### src/mitc_pkg.sv
package mitc_pkg;

  // ----------------------------------------
  // Timing
  // ----------------------------------------
  localparam int unsigned CLK_HZ     = 10_000_000; // System clock rate
  localparam int unsigned INSTR_CLKS = 4;          // Clocks per instruction cycle

  // ----------------------------------------
  // Widths and reset values
  // ----------------------------------------
  localparam int unsigned PC_W      = 12;      // 4096-word program space
  localparam logic [11:0] PC_RESET  = 12'h000; // Reset vector
  localparam logic [7:0]  ACC_RESET = 8'h00;   // Accumulator after reset
  localparam logic [15:0] IR_RESET  = 16'h0000; // Reads as a no-op
  localparam logic [7:0]  PC_LO_ADDR = 8'h06;  // Data address of the PC low byte
  localparam logic [3:0]  TBL_PAGE  = 4'hF;    // Program page used by table reads

  // ----------------------------------------
  // Instruction classes, word bits [15:12]
  // ----------------------------------------
  localparam logic [3:0] CLS_MISC  = 4'h0; // Sub: no-op, exits
  localparam logic [3:0] CLS_MOVAM = 4'h1; // Memory to accumulator
  localparam logic [3:0] CLS_MOVMA = 4'h2; // Accumulator to memory
  localparam logic [3:0] CLS_MOVAI = 4'h3; // Constant to accumulator
  localparam logic [3:0] CLS_ALUA  = 4'h4; // Operation, result to accumulator
  localparam logic [3:0] CLS_ALUM  = 4'h5; // Operation, result in place
  localparam logic [3:0] CLS_ALUI  = 4'h6; // Operation with constant
  localparam logic [3:0] CLS_BRANCH = 4'h7; // Unconditional branch
  localparam logic [3:0] CLS_CALL  = 4'h8; // Subroutine call
  localparam logic [3:0] CLS_SKBC  = 4'h9; // Skip if bit clear
  localparam logic [3:0] CLS_SKBS  = 4'hA; // Skip if bit set
  localparam logic [3:0] CLS_BSET  = 4'hB; // Set one bit
  localparam logic [3:0] CLS_BCLR  = 4'hC; // Clear one bit
  localparam logic [3:0] CLS_SKZ   = 4'hD; // Skip on zero / non-zero
  localparam logic [3:0] CLS_TBLRD = 4'hE; // Table read into memory

  localparam logic [3:0] SUB_NOP  = 4'h0; // No operation
  localparam logic [3:0] SUB_EXIT  = 4'h1; // Subroutine exit
  localparam logic [3:0] SUB_IEXIT = 4'h2; // Interrupt exit

  // ----------------------------------------
  // Operation codes, word bits [11:8]
  // ----------------------------------------
  localparam logic [3:0] ALU_ADD = 4'h0;
  localparam logic [3:0] ALU_ADC = 4'h1;
  localparam logic [3:0] ALU_SUB = 4'h2;
  localparam logic [3:0] ALU_SBC = 4'h3;
  localparam logic [3:0] ALU_AND = 4'h4;
  localparam logic [3:0] ALU_OR  = 4'h5;
  localparam logic [3:0] ALU_XOR = 4'h6;
  localparam logic [3:0] ALU_NOT  = 4'h7;
  localparam logic [3:0] ALU_INC  = 4'h8;
  localparam logic [3:0] ALU_SUB1 = 4'h9;
  localparam logic [3:0] ALU_ROR  = 4'hA;
  localparam logic [3:0] ALU_ROL  = 4'hB;
  localparam logic [3:0] ALU_RORC = 4'hC;
  localparam logic [3:0] ALU_ROLC = 4'hD;

  // ----------------------------------------
  // Types
  // ----------------------------------------
  typedef enum logic [3:0] {
    PH0 = 4'b0001,
    PH1 = 4'b0010,
    PH2 = 4'b0100,
    PH3 = 4'b1000
  } mitc_phase_type;

  typedef struct packed {
    logic z;  // Zero
    logic c;  // Carry, or borrow after subtract
    logic hc; // Auxiliary carry from bit 3
    logic vf; // Signed overflow
  } mitc_flags_type;

  typedef struct packed {
    logic [7:0] addr;  // Data address
    logic [7:0] wdata; // Write data
    logic       we;    // Write strobe
  } mitc_dmem_req_type;

endpackage
### src/mitc_alu.sv
`timescale 1ns/1ps

module mitc_alu (
  input  wire logic [3:0]               op,     // Operation code
  input  wire logic [7:0]               a,      // Accumulator
  input  wire logic [7:0]               b,      // Second operand
  input  wire logic                     cin,    // Current carry flag
  output logic [7:0]                    result, // Operation result
  output mitc_pkg::mitc_flags_type      flg,    // New flag values
  output mitc_pkg::mitc_flags_type      upd     // Flags this op may change
);
  import mitc_pkg::*;

  // ----------------------------------------
  // Adder and subtractor
  // ----------------------------------------
  logic       cy_in; // Carry or borrow taken in
  logic [8:0] sum9;  // Sum with carry out
  logic [4:0] sum4;  // Low nibble sum
  logic [8:0] dif9;  // Difference with borrow out
  logic [4:0] dif4;  // Low nibble difference

  assign cy_in = (op == ALU_ADC || op == ALU_SBC) ? cin : 1'b0;
  assign sum9  = {1'b0, a} + {1'b0, b} + {8'h00, cy_in};
  assign sum4  = {1'b0, a[3:0]} + {1'b0, b[3:0]} + {4'h0, cy_in};
  assign dif9  = {1'b0, a} - {1'b0, b} - {8'h00, cy_in};
  assign dif4  = {1'b0, a[3:0]} - {1'b0, b[3:0]} - {4'h0, cy_in};

  // Result and flag select; zero comes from the result for every op
  always_comb begin
    result = b;
    flg    = '0;
    upd    = '0;
    case (op)
      // Carry out beyond 255 kept for multi-byte sums
      ALU_ADD, ALU_ADC: begin
        result = sum9[7:0];
        flg.c  = sum9[8];
        flg.hc = sum4[4];
        flg.vf = (a[7] == b[7]) && (sum9[7] != a[7]);
        upd    = '1;
      end
      // Borrow set when the difference drops below 0
      ALU_SUB, ALU_SBC: begin
        result = dif9[7:0];
        flg.c  = dif9[8];
        flg.hc = dif4[4];
        flg.vf = (a[7] != b[7]) && (dif9[7] != a[7]);
        upd    = '1;
      end
      ALU_AND: begin
        result = a & b;
        upd.z  = 1'b1;
      end
      ALU_OR: begin
        result = a | b;
        upd.z  = 1'b1;
      end
      ALU_XOR: begin
        result = a ^ b;
        upd.z  = 1'b1;
      end
      ALU_NOT: begin
        result = ~b;
        upd.z  = 1'b1;
      end
      ALU_INC: begin
        result = b + 8'h01;
        upd.z  = 1'b1;
      end
      ALU_SUB1: begin
        result = b - 8'h01;
        upd.z  = 1'b1;
      end
      // rotate by one
      // Plain rotates touch no flag
      ALU_ROR: result = {b[0], b[7:1]};
      ALU_ROL: result = {b[6:0], b[7]};
      // Through-carry: old carry fills the gap, bit out goes to carry
      ALU_RORC: begin
        result = {cin, b[7:1]};
        flg.c  = b[0];
        upd.c  = 1'b1;
      end
      ALU_ROLC: begin
        result = {b[6:0], cin};
        flg.c  = b[7];
        upd.c  = 1'b1;
      end
      default: result = b;
    endcase
    flg.z = (result == 8'h00);
  end

endmodule

### src/mitc_core.sv
`timescale 1ns/1ps

// How it works
// - Instruction cycle is four system clocks
// - Branches, calls, exits, table reads take two
// - Writing PC low byte branches, takes two
// - Taken skip costs one extra cycle
// - Moves: memory/accumulator both ways, constant
// - Carry above 255, borrow below zero
// - Increment/decrement by one, in place or accumulator
// - Logic ops via accumulator set zero flag
// - Rotates by one, carry variants through carry
// - Call saves next address, exit resumes there
// - Jump loads target, saves nothing
// - Conditional tests skip next instruction
// - Arithmetic sets four flags, carry rotates carry only, plain rotates none, others zero only
// - Bit set/clear keeps other bits
module mitc_core #(
  parameter int unsigned STACK_DEPTH = 8 // Return address levels
) (
  input  wire logic                     clock,      // System clock
  input  wire logic                     nrst,       // Sync reset, low
  output logic [mitc_pkg::PC_W-1:0]     pmem_addr,  // Program address
  input  wire logic [15:0]              pmem_rdata, // Program word
  output mitc_pkg::mitc_dmem_req_type   dmem_req,   // Data memory access
  input  wire logic [7:0]               dmem_rdata, // Data memory word
  output logic [7:0]                    acc,        // Accumulator
  output mitc_pkg::mitc_flags_type      flags,      // Status flags
  output logic                          int_enable, // Set by interrupt exit
  output logic                          cycle_end   // Last clock of a cycle
);
  import mitc_pkg::*;

  localparam int unsigned SP_W = $clog2(STACK_DEPTH); // Stack pointer width

  // ----------------------------------------
  // State
  // ----------------------------------------
  mitc_phase_type    phase_reg;       // Clock within the cycle
  mitc_phase_type    phase_next;      // Next phase
  logic [PC_W-1:0]   pc_reg;          // Address being prefetched
  logic [PC_W-1:0]   ir_pc_reg;       // Address of executing word
  logic [PC_W-1:0]   pmem_addr_reg;   // Registered fetch address
  logic [15:0]       ir_reg;          // Executing word
  logic              flush_reg;       // Current word is discarded
  logic              jump_reg;        // Redirect at end of cycle
  logic [PC_W-1:0]   target_reg;      // Redirect address
  logic [7:0]        acc_reg;         // Accumulator
  mitc_flags_type    flags_reg;       // Flags
  logic              int_en_reg;      // Interrupt enable
  logic [7:0]        dmem_addr_reg;   // Data address
  logic [7:0]        dmem_wdata_reg;  // Data write value
  logic              dmem_we_reg;     // Data write strobe
  logic [SP_W-1:0]   sp_reg;          // Stack pointer
  logic [PC_W-1:0]   stack_mem [STACK_DEPTH]; // Return addresses

  // ----------------------------------------
  // Decode
  // ----------------------------------------
  logic [3:0]        cls;       // Class field
  logic [3:0]        sub;       // Op or bit field
  logic [7:0]        opnd;      // Address or constant
  logic [11:0]       addr12;    // Branch target field
  logic [7:0]        bit_mask;  // One-hot bit select
  logic              at_ph0;    // Phase flags
  logic              at_ph2;
  logic              at_ph3;
  logic              exec_en;   // Word is live
  logic              commit;    // Results land this edge
  logic              is_imm;    // Constant operand
  logic              is_branch;
  logic              is_call;
  logic              is_exit;
  logic              is_tbl;
  logic              alu_cls;   // Uses the operation unit
  logic              wr_acc;    // Writes accumulator
  logic              wr_mem;    // Writes data memory
  logic              pc_lo_hit; // Destination is PC low byte
  logic              skip_take; // Test says skip
  logic              flow;      // Redirect needed
  logic [7:0]        mem_val;   // Memory operand
  logic [7:0]        src_b;     // Second operand
  logic [7:0]        alu_res;   // Unit result
  logic [7:0]        acc_wval;  // Accumulator write value
  logic [7:0]        mem_wval;  // Memory write value
  logic [PC_W-1:0]   ret_addr;  // Top of stack
  logic [PC_W-1:0]   target;    // Redirect address
  mitc_flags_type    alu_flg;   // Unit flag values
  mitc_flags_type    alu_upd;   // Unit flag mask
  mitc_flags_type    flags_nv;  // Merged flags

  assign cls      = ir_reg[15:12];
  assign sub      = ir_reg[11:8];
  assign opnd     = ir_reg[7:0];
  assign addr12   = ir_reg[11:0];
  assign bit_mask = 8'h01 << sub[2:0];
  assign at_ph0   = (phase_reg == PH0);
  assign at_ph2   = (phase_reg == PH2);
  assign at_ph3   = (phase_reg == PH3);
  assign exec_en  = !flush_reg;
  assign commit   = at_ph2 && exec_en;

  assign is_imm  = (cls == CLS_MOVAI) || (cls == CLS_ALUI);
  assign is_branch = (cls == CLS_BRANCH);
  assign is_call = (cls == CLS_CALL);
  assign is_exit = (cls == CLS_MISC) && (sub == SUB_EXIT || sub == SUB_IEXIT);
  assign is_tbl  = (cls == CLS_TBLRD);
  assign alu_cls = cls inside {CLS_ALUA, CLS_ALUM, CLS_ALUI};
  assign wr_acc  = cls inside {CLS_MOVAM, CLS_MOVAI, CLS_ALUA, CLS_ALUI};
  assign wr_mem  = cls inside {CLS_MOVMA, CLS_ALUM, CLS_BSET, CLS_BCLR, CLS_TBLRD};
  assign pc_lo_hit = wr_mem && (opnd == PC_LO_ADDR);

  // PC low byte reads as the executing word's address
  assign mem_val  = (opnd == PC_LO_ADDR) ? ir_pc_reg[7:0] : dmem_rdata;
  assign src_b    = is_imm ? opnd : mem_val;
  assign acc_wval = alu_cls ? alu_res : src_b;
  assign mem_wval = (cls == CLS_MOVMA) ? acc_reg :
                    (cls == CLS_ALUM)  ? alu_res :
                    (cls == CLS_BSET)  ? (mem_val | bit_mask) :
                    (cls == CLS_BCLR)  ? (mem_val & ~bit_mask) :
                    pmem_rdata[7:0];

  assign skip_take = ((cls == CLS_SKBC) && !mem_val[sub[2:0]]) ||
                     ((cls == CLS_SKBS) && mem_val[sub[2:0]]) ||
                     ((cls == CLS_SKZ) && ((mem_val == 8'h00) ^ sub[0]));

  assign ret_addr = stack_mem[sp_reg - 1'b1];
  assign flow     = is_branch || is_call || is_exit || pc_lo_hit || skip_take || is_tbl;
  assign target = (is_branch || is_call) ? addr12 :
                  is_exit                ? ret_addr :
                  pc_lo_hit              ? {ir_pc_reg[11:8], mem_wval} :
                  is_tbl              ? pc_reg :
                  pc_reg + 12'h001;

  // only the flags the op owns change
  assign flags_nv = mitc_flags_type'((flags_reg & ~alu_upd) | (alu_flg & alu_upd));

  // carry and borrow from the unit
  mitc_alu u_alu (
    .op     (sub),
    .a      (acc_reg),
    .b      (src_b),
    .cin    (flags_reg.c),
    .result (alu_res),
    .flg    (alu_flg),
    .upd    (alu_upd)
  );

  // ----------------------------------------
  // Phase sequencer
  // ----------------------------------------
  // four clocks per cycle
  always_comb begin
    phase_next = PH0;
    unique case (phase_reg)
      PH0: phase_next = PH1;
      PH1: phase_next = PH2;
      PH2: phase_next = PH3;
      PH3: phase_next = PH0;
    endcase
  end

  // Phase register
  always_ff @(posedge clock) begin
    if (!nrst) phase_reg <= PH0;
    else       phase_reg <= phase_next;
  end

  // ----------------------------------------
  // Fetch and program counter
  // ----------------------------------------
  // Table read borrows the fetch slot, so the prefetch is redone
  always_ff @(posedge clock) begin
    if (!nrst) begin
      pmem_addr_reg <= PC_RESET;
    end else if (at_ph0) begin
      pmem_addr_reg <= (exec_en && is_tbl) ? {TBL_PAGE, acc_reg} : pc_reg;
    end
  end

  always_ff @(posedge clock) begin
    if (!nrst) begin
      pc_reg    <= PC_RESET;
      ir_pc_reg <= PC_RESET;
      ir_reg    <= IR_RESET;
      flush_reg <= 1'b1;
    end else if (at_ph3) begin
      if (jump_reg) begin
        pc_reg    <= target_reg;
        flush_reg <= 1'b1;
      end else begin
        ir_reg    <= pmem_rdata;
        ir_pc_reg <= pc_reg;
        pc_reg    <= pc_reg + 12'h001;
        flush_reg <= 1'b0;
      end
    end
  end

  always_ff @(posedge clock) begin
    if (!nrst) begin
      jump_reg   <= 1'b0;
      target_reg <= PC_RESET;
    end else if (at_ph2) begin
      jump_reg   <= exec_en && flow;
      target_reg <= target;
    end
  end

  // ----------------------------------------
  // Execute
  // ----------------------------------------
  // accumulator and flag write-back
  always_ff @(posedge clock) begin
    if (!nrst) begin
      acc_reg    <= ACC_RESET;
      flags_reg  <= '0;
      int_en_reg <= 1'b0;
    end else if (commit) begin
      if (wr_acc)  acc_reg   <= acc_wval;
      if (alu_cls) flags_reg <= flags_nv;
      if (is_exit && sub == SUB_IEXIT) int_en_reg <= 1'b1;
    end
  end

  // Write strobe spans the last clock; PC byte writes skip memory
  always_ff @(posedge clock) begin
    if (!nrst) begin
      dmem_we_reg    <= 1'b0;
      dmem_wdata_reg <= 8'h00;
      dmem_addr_reg  <= 8'h00;
    end else begin
      if (commit) begin
        dmem_we_reg    <= wr_mem && !pc_lo_hit;
        dmem_wdata_reg <= mem_wval;
      end else if (at_ph3) begin
        dmem_we_reg    <= 1'b0;
      end
      if (at_ph3) dmem_addr_reg <= pmem_rdata[7:0];
    end
  end

  // push on call, pop on exit
  always_ff @(posedge clock) begin
    if (!nrst)                  sp_reg <= '0;
    else if (commit && is_call) sp_reg <= sp_reg + 1'b1;
    else if (commit && is_exit) sp_reg <= sp_reg - 1'b1;
  end

  // Stack wraps on overflow; deeper nesting overwrites oldest
  always_ff @(posedge clock) begin
    if (commit && is_call) stack_mem[sp_reg] <= pc_reg;
  end

  // ----------------------------------------
  // Outputs
  // ----------------------------------------
  assign pmem_addr  = pmem_addr_reg;
  assign dmem_req   = '{addr: dmem_addr_reg, wdata: dmem_wdata_reg, we: dmem_we_reg};
  assign acc        = acc_reg;
  assign flags      = flags_reg;
  assign int_enable = int_en_reg;
  assign cycle_end  = at_ph3;
endmodule

### config.mk
export PLATFORM = sky130hd
export DESIGN_NAME = mitc_core
export DESIGN_NICKNAME = d
export VERILOG_FILES = /design/src/mitc_pkg.sv /design/src/mitc_alu.sv /design/src/mitc_core.sv
export SDC_FILE = /design/constraint.sdc
export NUM_CORES = 1
export LEC_CHECK = 0
export BUFFER_PORTS_ARGS = -buffer_cell sky130_fd_sc_hd__clkbuf_2
export CAP_MARGIN = 20
export CORE_AREA = 8 8 148 150
export DETAILED_ROUTE_END_ITERATION = 7
export DIE_AREA = 0 0 156 158
export HOLD_SLACK_MARGIN = 0.02
export PLACE_DENSITY_LB_ADDON = 0.25
export SLEW_MARGIN = 20
export SYNTH_ARGS = -nofsm -noshare
export SYNTH_HDL_FRONTEND = slang
export SYNTH_SLANG_ARGS = --single-unit
### constraint.sdc
create_clock -name clock -period 4.71 [get_ports clock]
set_input_delay 0.471 -clock clock [delete_from_list [all_inputs] [get_ports clock]]
set_output_delay 0.471 -clock clock [all_outputs]
set_load 0.02 [all_outputs]
==> flow_metrics.env <==
export IMPL_cp_arrival_ns=4.86
export IMPL_max_freq_mhz=219.5
export IMPL_run_status="completed"
export IMPL_r2r_start="ir_reg[4]"
export IMPL_cts_tree="yes"
export IMPL_powerDensity_nw_per_um2=283.3
export IMPL_critPathRequiredTime_ns=5.01
export IMPL_wl_per_cell_um=23.77
export IMPL_endpoint_kind="register"
export IMPL_gp_congestion=1.014
export IMPL_die_x_um=156
export IMPL_remaining_drc_errors=0
export IMPL_netlist_instances=1227
export IMPL_maxCapViolCount=0
export IMPL_via_per_inst=6.559
export IMPL_grtUsageTotal=0.3016
export IMPL_grt_pass1_wl_um=56350
export IMPL_final_core_util=0.6473
export IMPL_fillers=1631
export IMPL_dp_slack_ns=0.3387
export IMPL_hp_start="pmem_rdata[10]"
export IMPL_fin_skew_ns=0.01772
export IMPL_vdd_drop_max_mv=0.3446
export IMPL_dp_final_hpwl_um=26570
export IMPL_dpl_instance_area_um2=12150
export IMPL_cts_root_buffer="clkbuf_16"
export IMPL_antenna_cells=0
export IMPL_synth_edff_count=96
export IMPL_area_growth_pct=11.28
export IMPL_grt_max_degree=44
export IMPL_yosys_warnings=0
export IMPL_worstSetupStartpoint="ir_reg[4]"
export IMPL_crit_family="compound AO/OA/AOI/OAI gates"
export IMPL_seqCellArea_um2=4946
export IMPL_tns_ns=0
export IMPL_drt_iter0_markers=1291
export IMPL_path_buf_inv=2
export IMPL_stdcell_count=1552
export IMPL_start_util=0.5817
export IMPL_clk_pin_slew_ns=0.08
export IMPL_hold_viol=0
export IMPL_ys_types=94
export IMPL_synth_top_flop_cell="dfxtp_1"
export IMPL_ctsResizeCount=0
export IMPL_place_port_buffers=68
export IMPL_setup_violations=0
export IMPL_critPathMaxStageDelay_ns=0.66
export IMPL_hold_buffers=0
export IMPL_drt_antenna_violating_nets=0
export IMPL_die_area_um2=24650
export IMPL_die_h_um=158
export IMPL_cpMaxStageDelayCell="or4_4"
export IMPL_worst_slack_ns=0.1536
export IMPL_power_leakage_nw=4.637
export IMPL_critPathLaunchType="register"
export IMPL_finalNetCount=1339
export IMPL_hp_class="primary input to register"
export IMPL_rows=52
export IMPL_final_area_um2=12760
export IMPL_drive_gt1_frac=0.1708
export IMPL_period_minus_slack_ns=4.556
export IMPL_core_area_um2=19710
export IMPL_clkLatencyLatePin_ns=0.44
export IMPL_synth_nets=1297
export IMPL_rsz0062_at_grt="false"
export IMPL_syn_cell_area_um2=11470
export IMPL_synth_seq_area_share=0.4312
export IMPL_post_cts_buffers=0
export IMPL_totalWireLength_um=36890
export IMPL_grt_pass1_vias=9325
export IMPL_crit_type="register to register"
export IMPL_finalCritPeriodShare=0.9674
export IMPL_slew_violations=0
export IMPL_crit_path_max_fanout=8
export IMPL_grt_ovfl_total=0
export IMPL_multi_input_area_um2=6065
export IMPL_cts_buffer_depth=2
export IMPL_ys_ff_latch=199
export IMPL_syn_avg_cell_area_um2=9.346
export IMPL_cts_num_sinks=199
export IMPL_hold_slack_ns=0.2500
export IMPL_antenna_found_initial=0
export IMPL_placedCellCount=1520
export IMPL_worstPathCellList="or4_4, o21ai_4, a31oi_2, buf_4, xnor2_1, ha_1, a21o_1, ha_1, nor4_1, o2bb2ai_1, xnor2_1, a2111oi_0, and4b_1, o32ai_1, buf_4, a21oi_1, o22ai_1"
export IMPL_io_pins=69
export IMPL_vias=10180
export IMPL_largest_reg_flops=96
export IMPL_async_flop_share=0
export IMPL_tightest_slew_ns=0.8615
export IMPL_relSlewSlack=0.4212
export IMPL_htree_levels=4
export IMPL_dr_pass1_iters=6
export IMPL_p_total_mw=3.615
export IMPL_cts_buffers=17
## area by class of cell
| cell class | instances | area share |
|---|---|---|
| multi-input cells | 900 | 0.4752 |
| flip-flops and latches | 199 | 0.3876 |
| repair buffers | 112 | 0.05255 |
| clock buffers | 17 | 0.03334 |
| well taps | 270 | 0.02647 |
| clock inverters | 15 | 0.01333 |
| inverters | 39 | 0.01147 |
## synth_stat cells (4+ instances only)
cell | number | area (um2)
a22oi_1 | 8 | 60.06
inv_1 | 35 | 131.4
a31oi_1 | 8 | 50.05
nand3_1 | 39 | 195.2
nand2b_1 | 12 | 75.07
a32o_1 | 5 | 50.05
mux4_2 | 26 | 585.6
edfxtp_1 | 96 | 2883
ha_1 | 40 | 500.5
o21a_1 | 12 | 90.09
a21o_1 | 11 | 82.58
and3_1 | 12 | 75.07
o21ai_2 | 4 | 35.03
clkbuf_1 | 73 | 274.0
or3_1 | 6 | 37.54
a211oi_1 | 18 | 135.1
or2_2 | 4 | 25.02
o211ai_1 | 9 | 67.56
xnor2_1 | 16 | 140.1
nand4_1 | 7 | 43.79
a32oi_1 | 6 | 52.55
mux2i_1 | 20 | 200.2
nor2b_1 | 11 | 68.82
o31ai_1 | 7 | 52.55
buf_1 | 7 | 26.28
inv_2 | 4 | 15.01
o221ai_1 | 7 | 61.31
a311oi_1 | 9 | 78.83
a221oi_1 | 9 | 78.83
dfxtp_1 | 103 | 2062
buf_2 | 4 | 20.02
xor2_1 | 14 | 122.6
o22ai_1 | 8 | 50.05
fa_1 | 4 | 80.08
nand2_1 | 168 | 630.6
a21oi_1 | 111 | 555.5
nor4_1 | 10 | 62.56
nor3b_1 | 4 | 30.03
o21ai_0 | 66 | 330.3
o2bb2ai_1 | 6 | 52.55
nor3_1 | 31 | 155.2
nor2_1 | 99 | 371.6
## cell usage in the layout, fill, tap and decap left out, types with 11 or more instances in the layout
| cell type | Yosys | layout |
|---|---|---|
| edfxtp_1 | 96 | 96 |
| o21a_1 | 12 | 12 |
| a21oi_1 | 111 | 111 |
| dfxtp_1 | 103 | 102 |
| xor2_1 | 14 | 14 |
| a21o_1 | 11 | 11 |
| a211oi_1 | 18 | 18 |
| mux2i_1 | 20 | 20 |
| and3_1 | 12 | 12 |
| nor2b_1 | 11 | 11 |
| xnor2_1 | 16 | 16 |
| nor3_1 | 31 | 29 |
| nand3_1 | 39 | 39 |
| mux4_2 | 26 | 26 |
| clkbuf_2 | 1 | 68 |
| buf_4 | 2 | 44 |
| o21ai_0 | 66 | 66 |
| inv_1 | 35 | 35 |
| nand2_1 | 168 | 167 |
| nor2_1 | 99 | 98 |
| nand2b_1 | 12 | 12 |
| ha_1 | 40 | 40 |
| clkbuf_16 | 0 | 17 |
## cells by family after synthesis
logic type,Yosys count,synth area share
muxes,50,0.07245
AOI/OAI and AO/OA,344,0.2003
DFF,199,0.4312
xor gates and xnor gates,31,0.02433
adders and majority gates,44,0.05063
and+or+nand+nor,431,0.1767
buffers and inverters,128,0.04441
## worst paths after layout
kind	end	slack [ns]	cells after the start
hold reg to reg	register	0.45	2
setup / recovery	target_reg[5]	0.15	17
hold / removal	ir_reg[10]	0.25	3
setup reg to reg	target_reg[5]	0.15	17
## report_power, final
group	switching (mW)	internal [mW]	total (mW)
combinational	0.157	0.0987	0.256
clock	0.730	0.760	1.49
sequential	0.0420	1.83	1.87
total	0.929	2.69	3.61
## per-layer routing
layer  track usage  up-vias  part of all wire
met5             0        -                 0
met4        0.1095        0             0.036
met3       0.07153       94              0.10
met2        0.4673      597              0.45
met1        0.4050     4868              0.41
li1              -     4620                 -
## worst register-to-register path: cells and delay by family, from the launching register on
kind,cells,cell delay [ns]
xor+xnor,2,0.24
buf+inv,2,0.37
compound gates,8,1.83
simple gates,3,1.20
flops,1,0.41
fa+ha+maj,2,0.39
(Power assumes the default switching activity.)
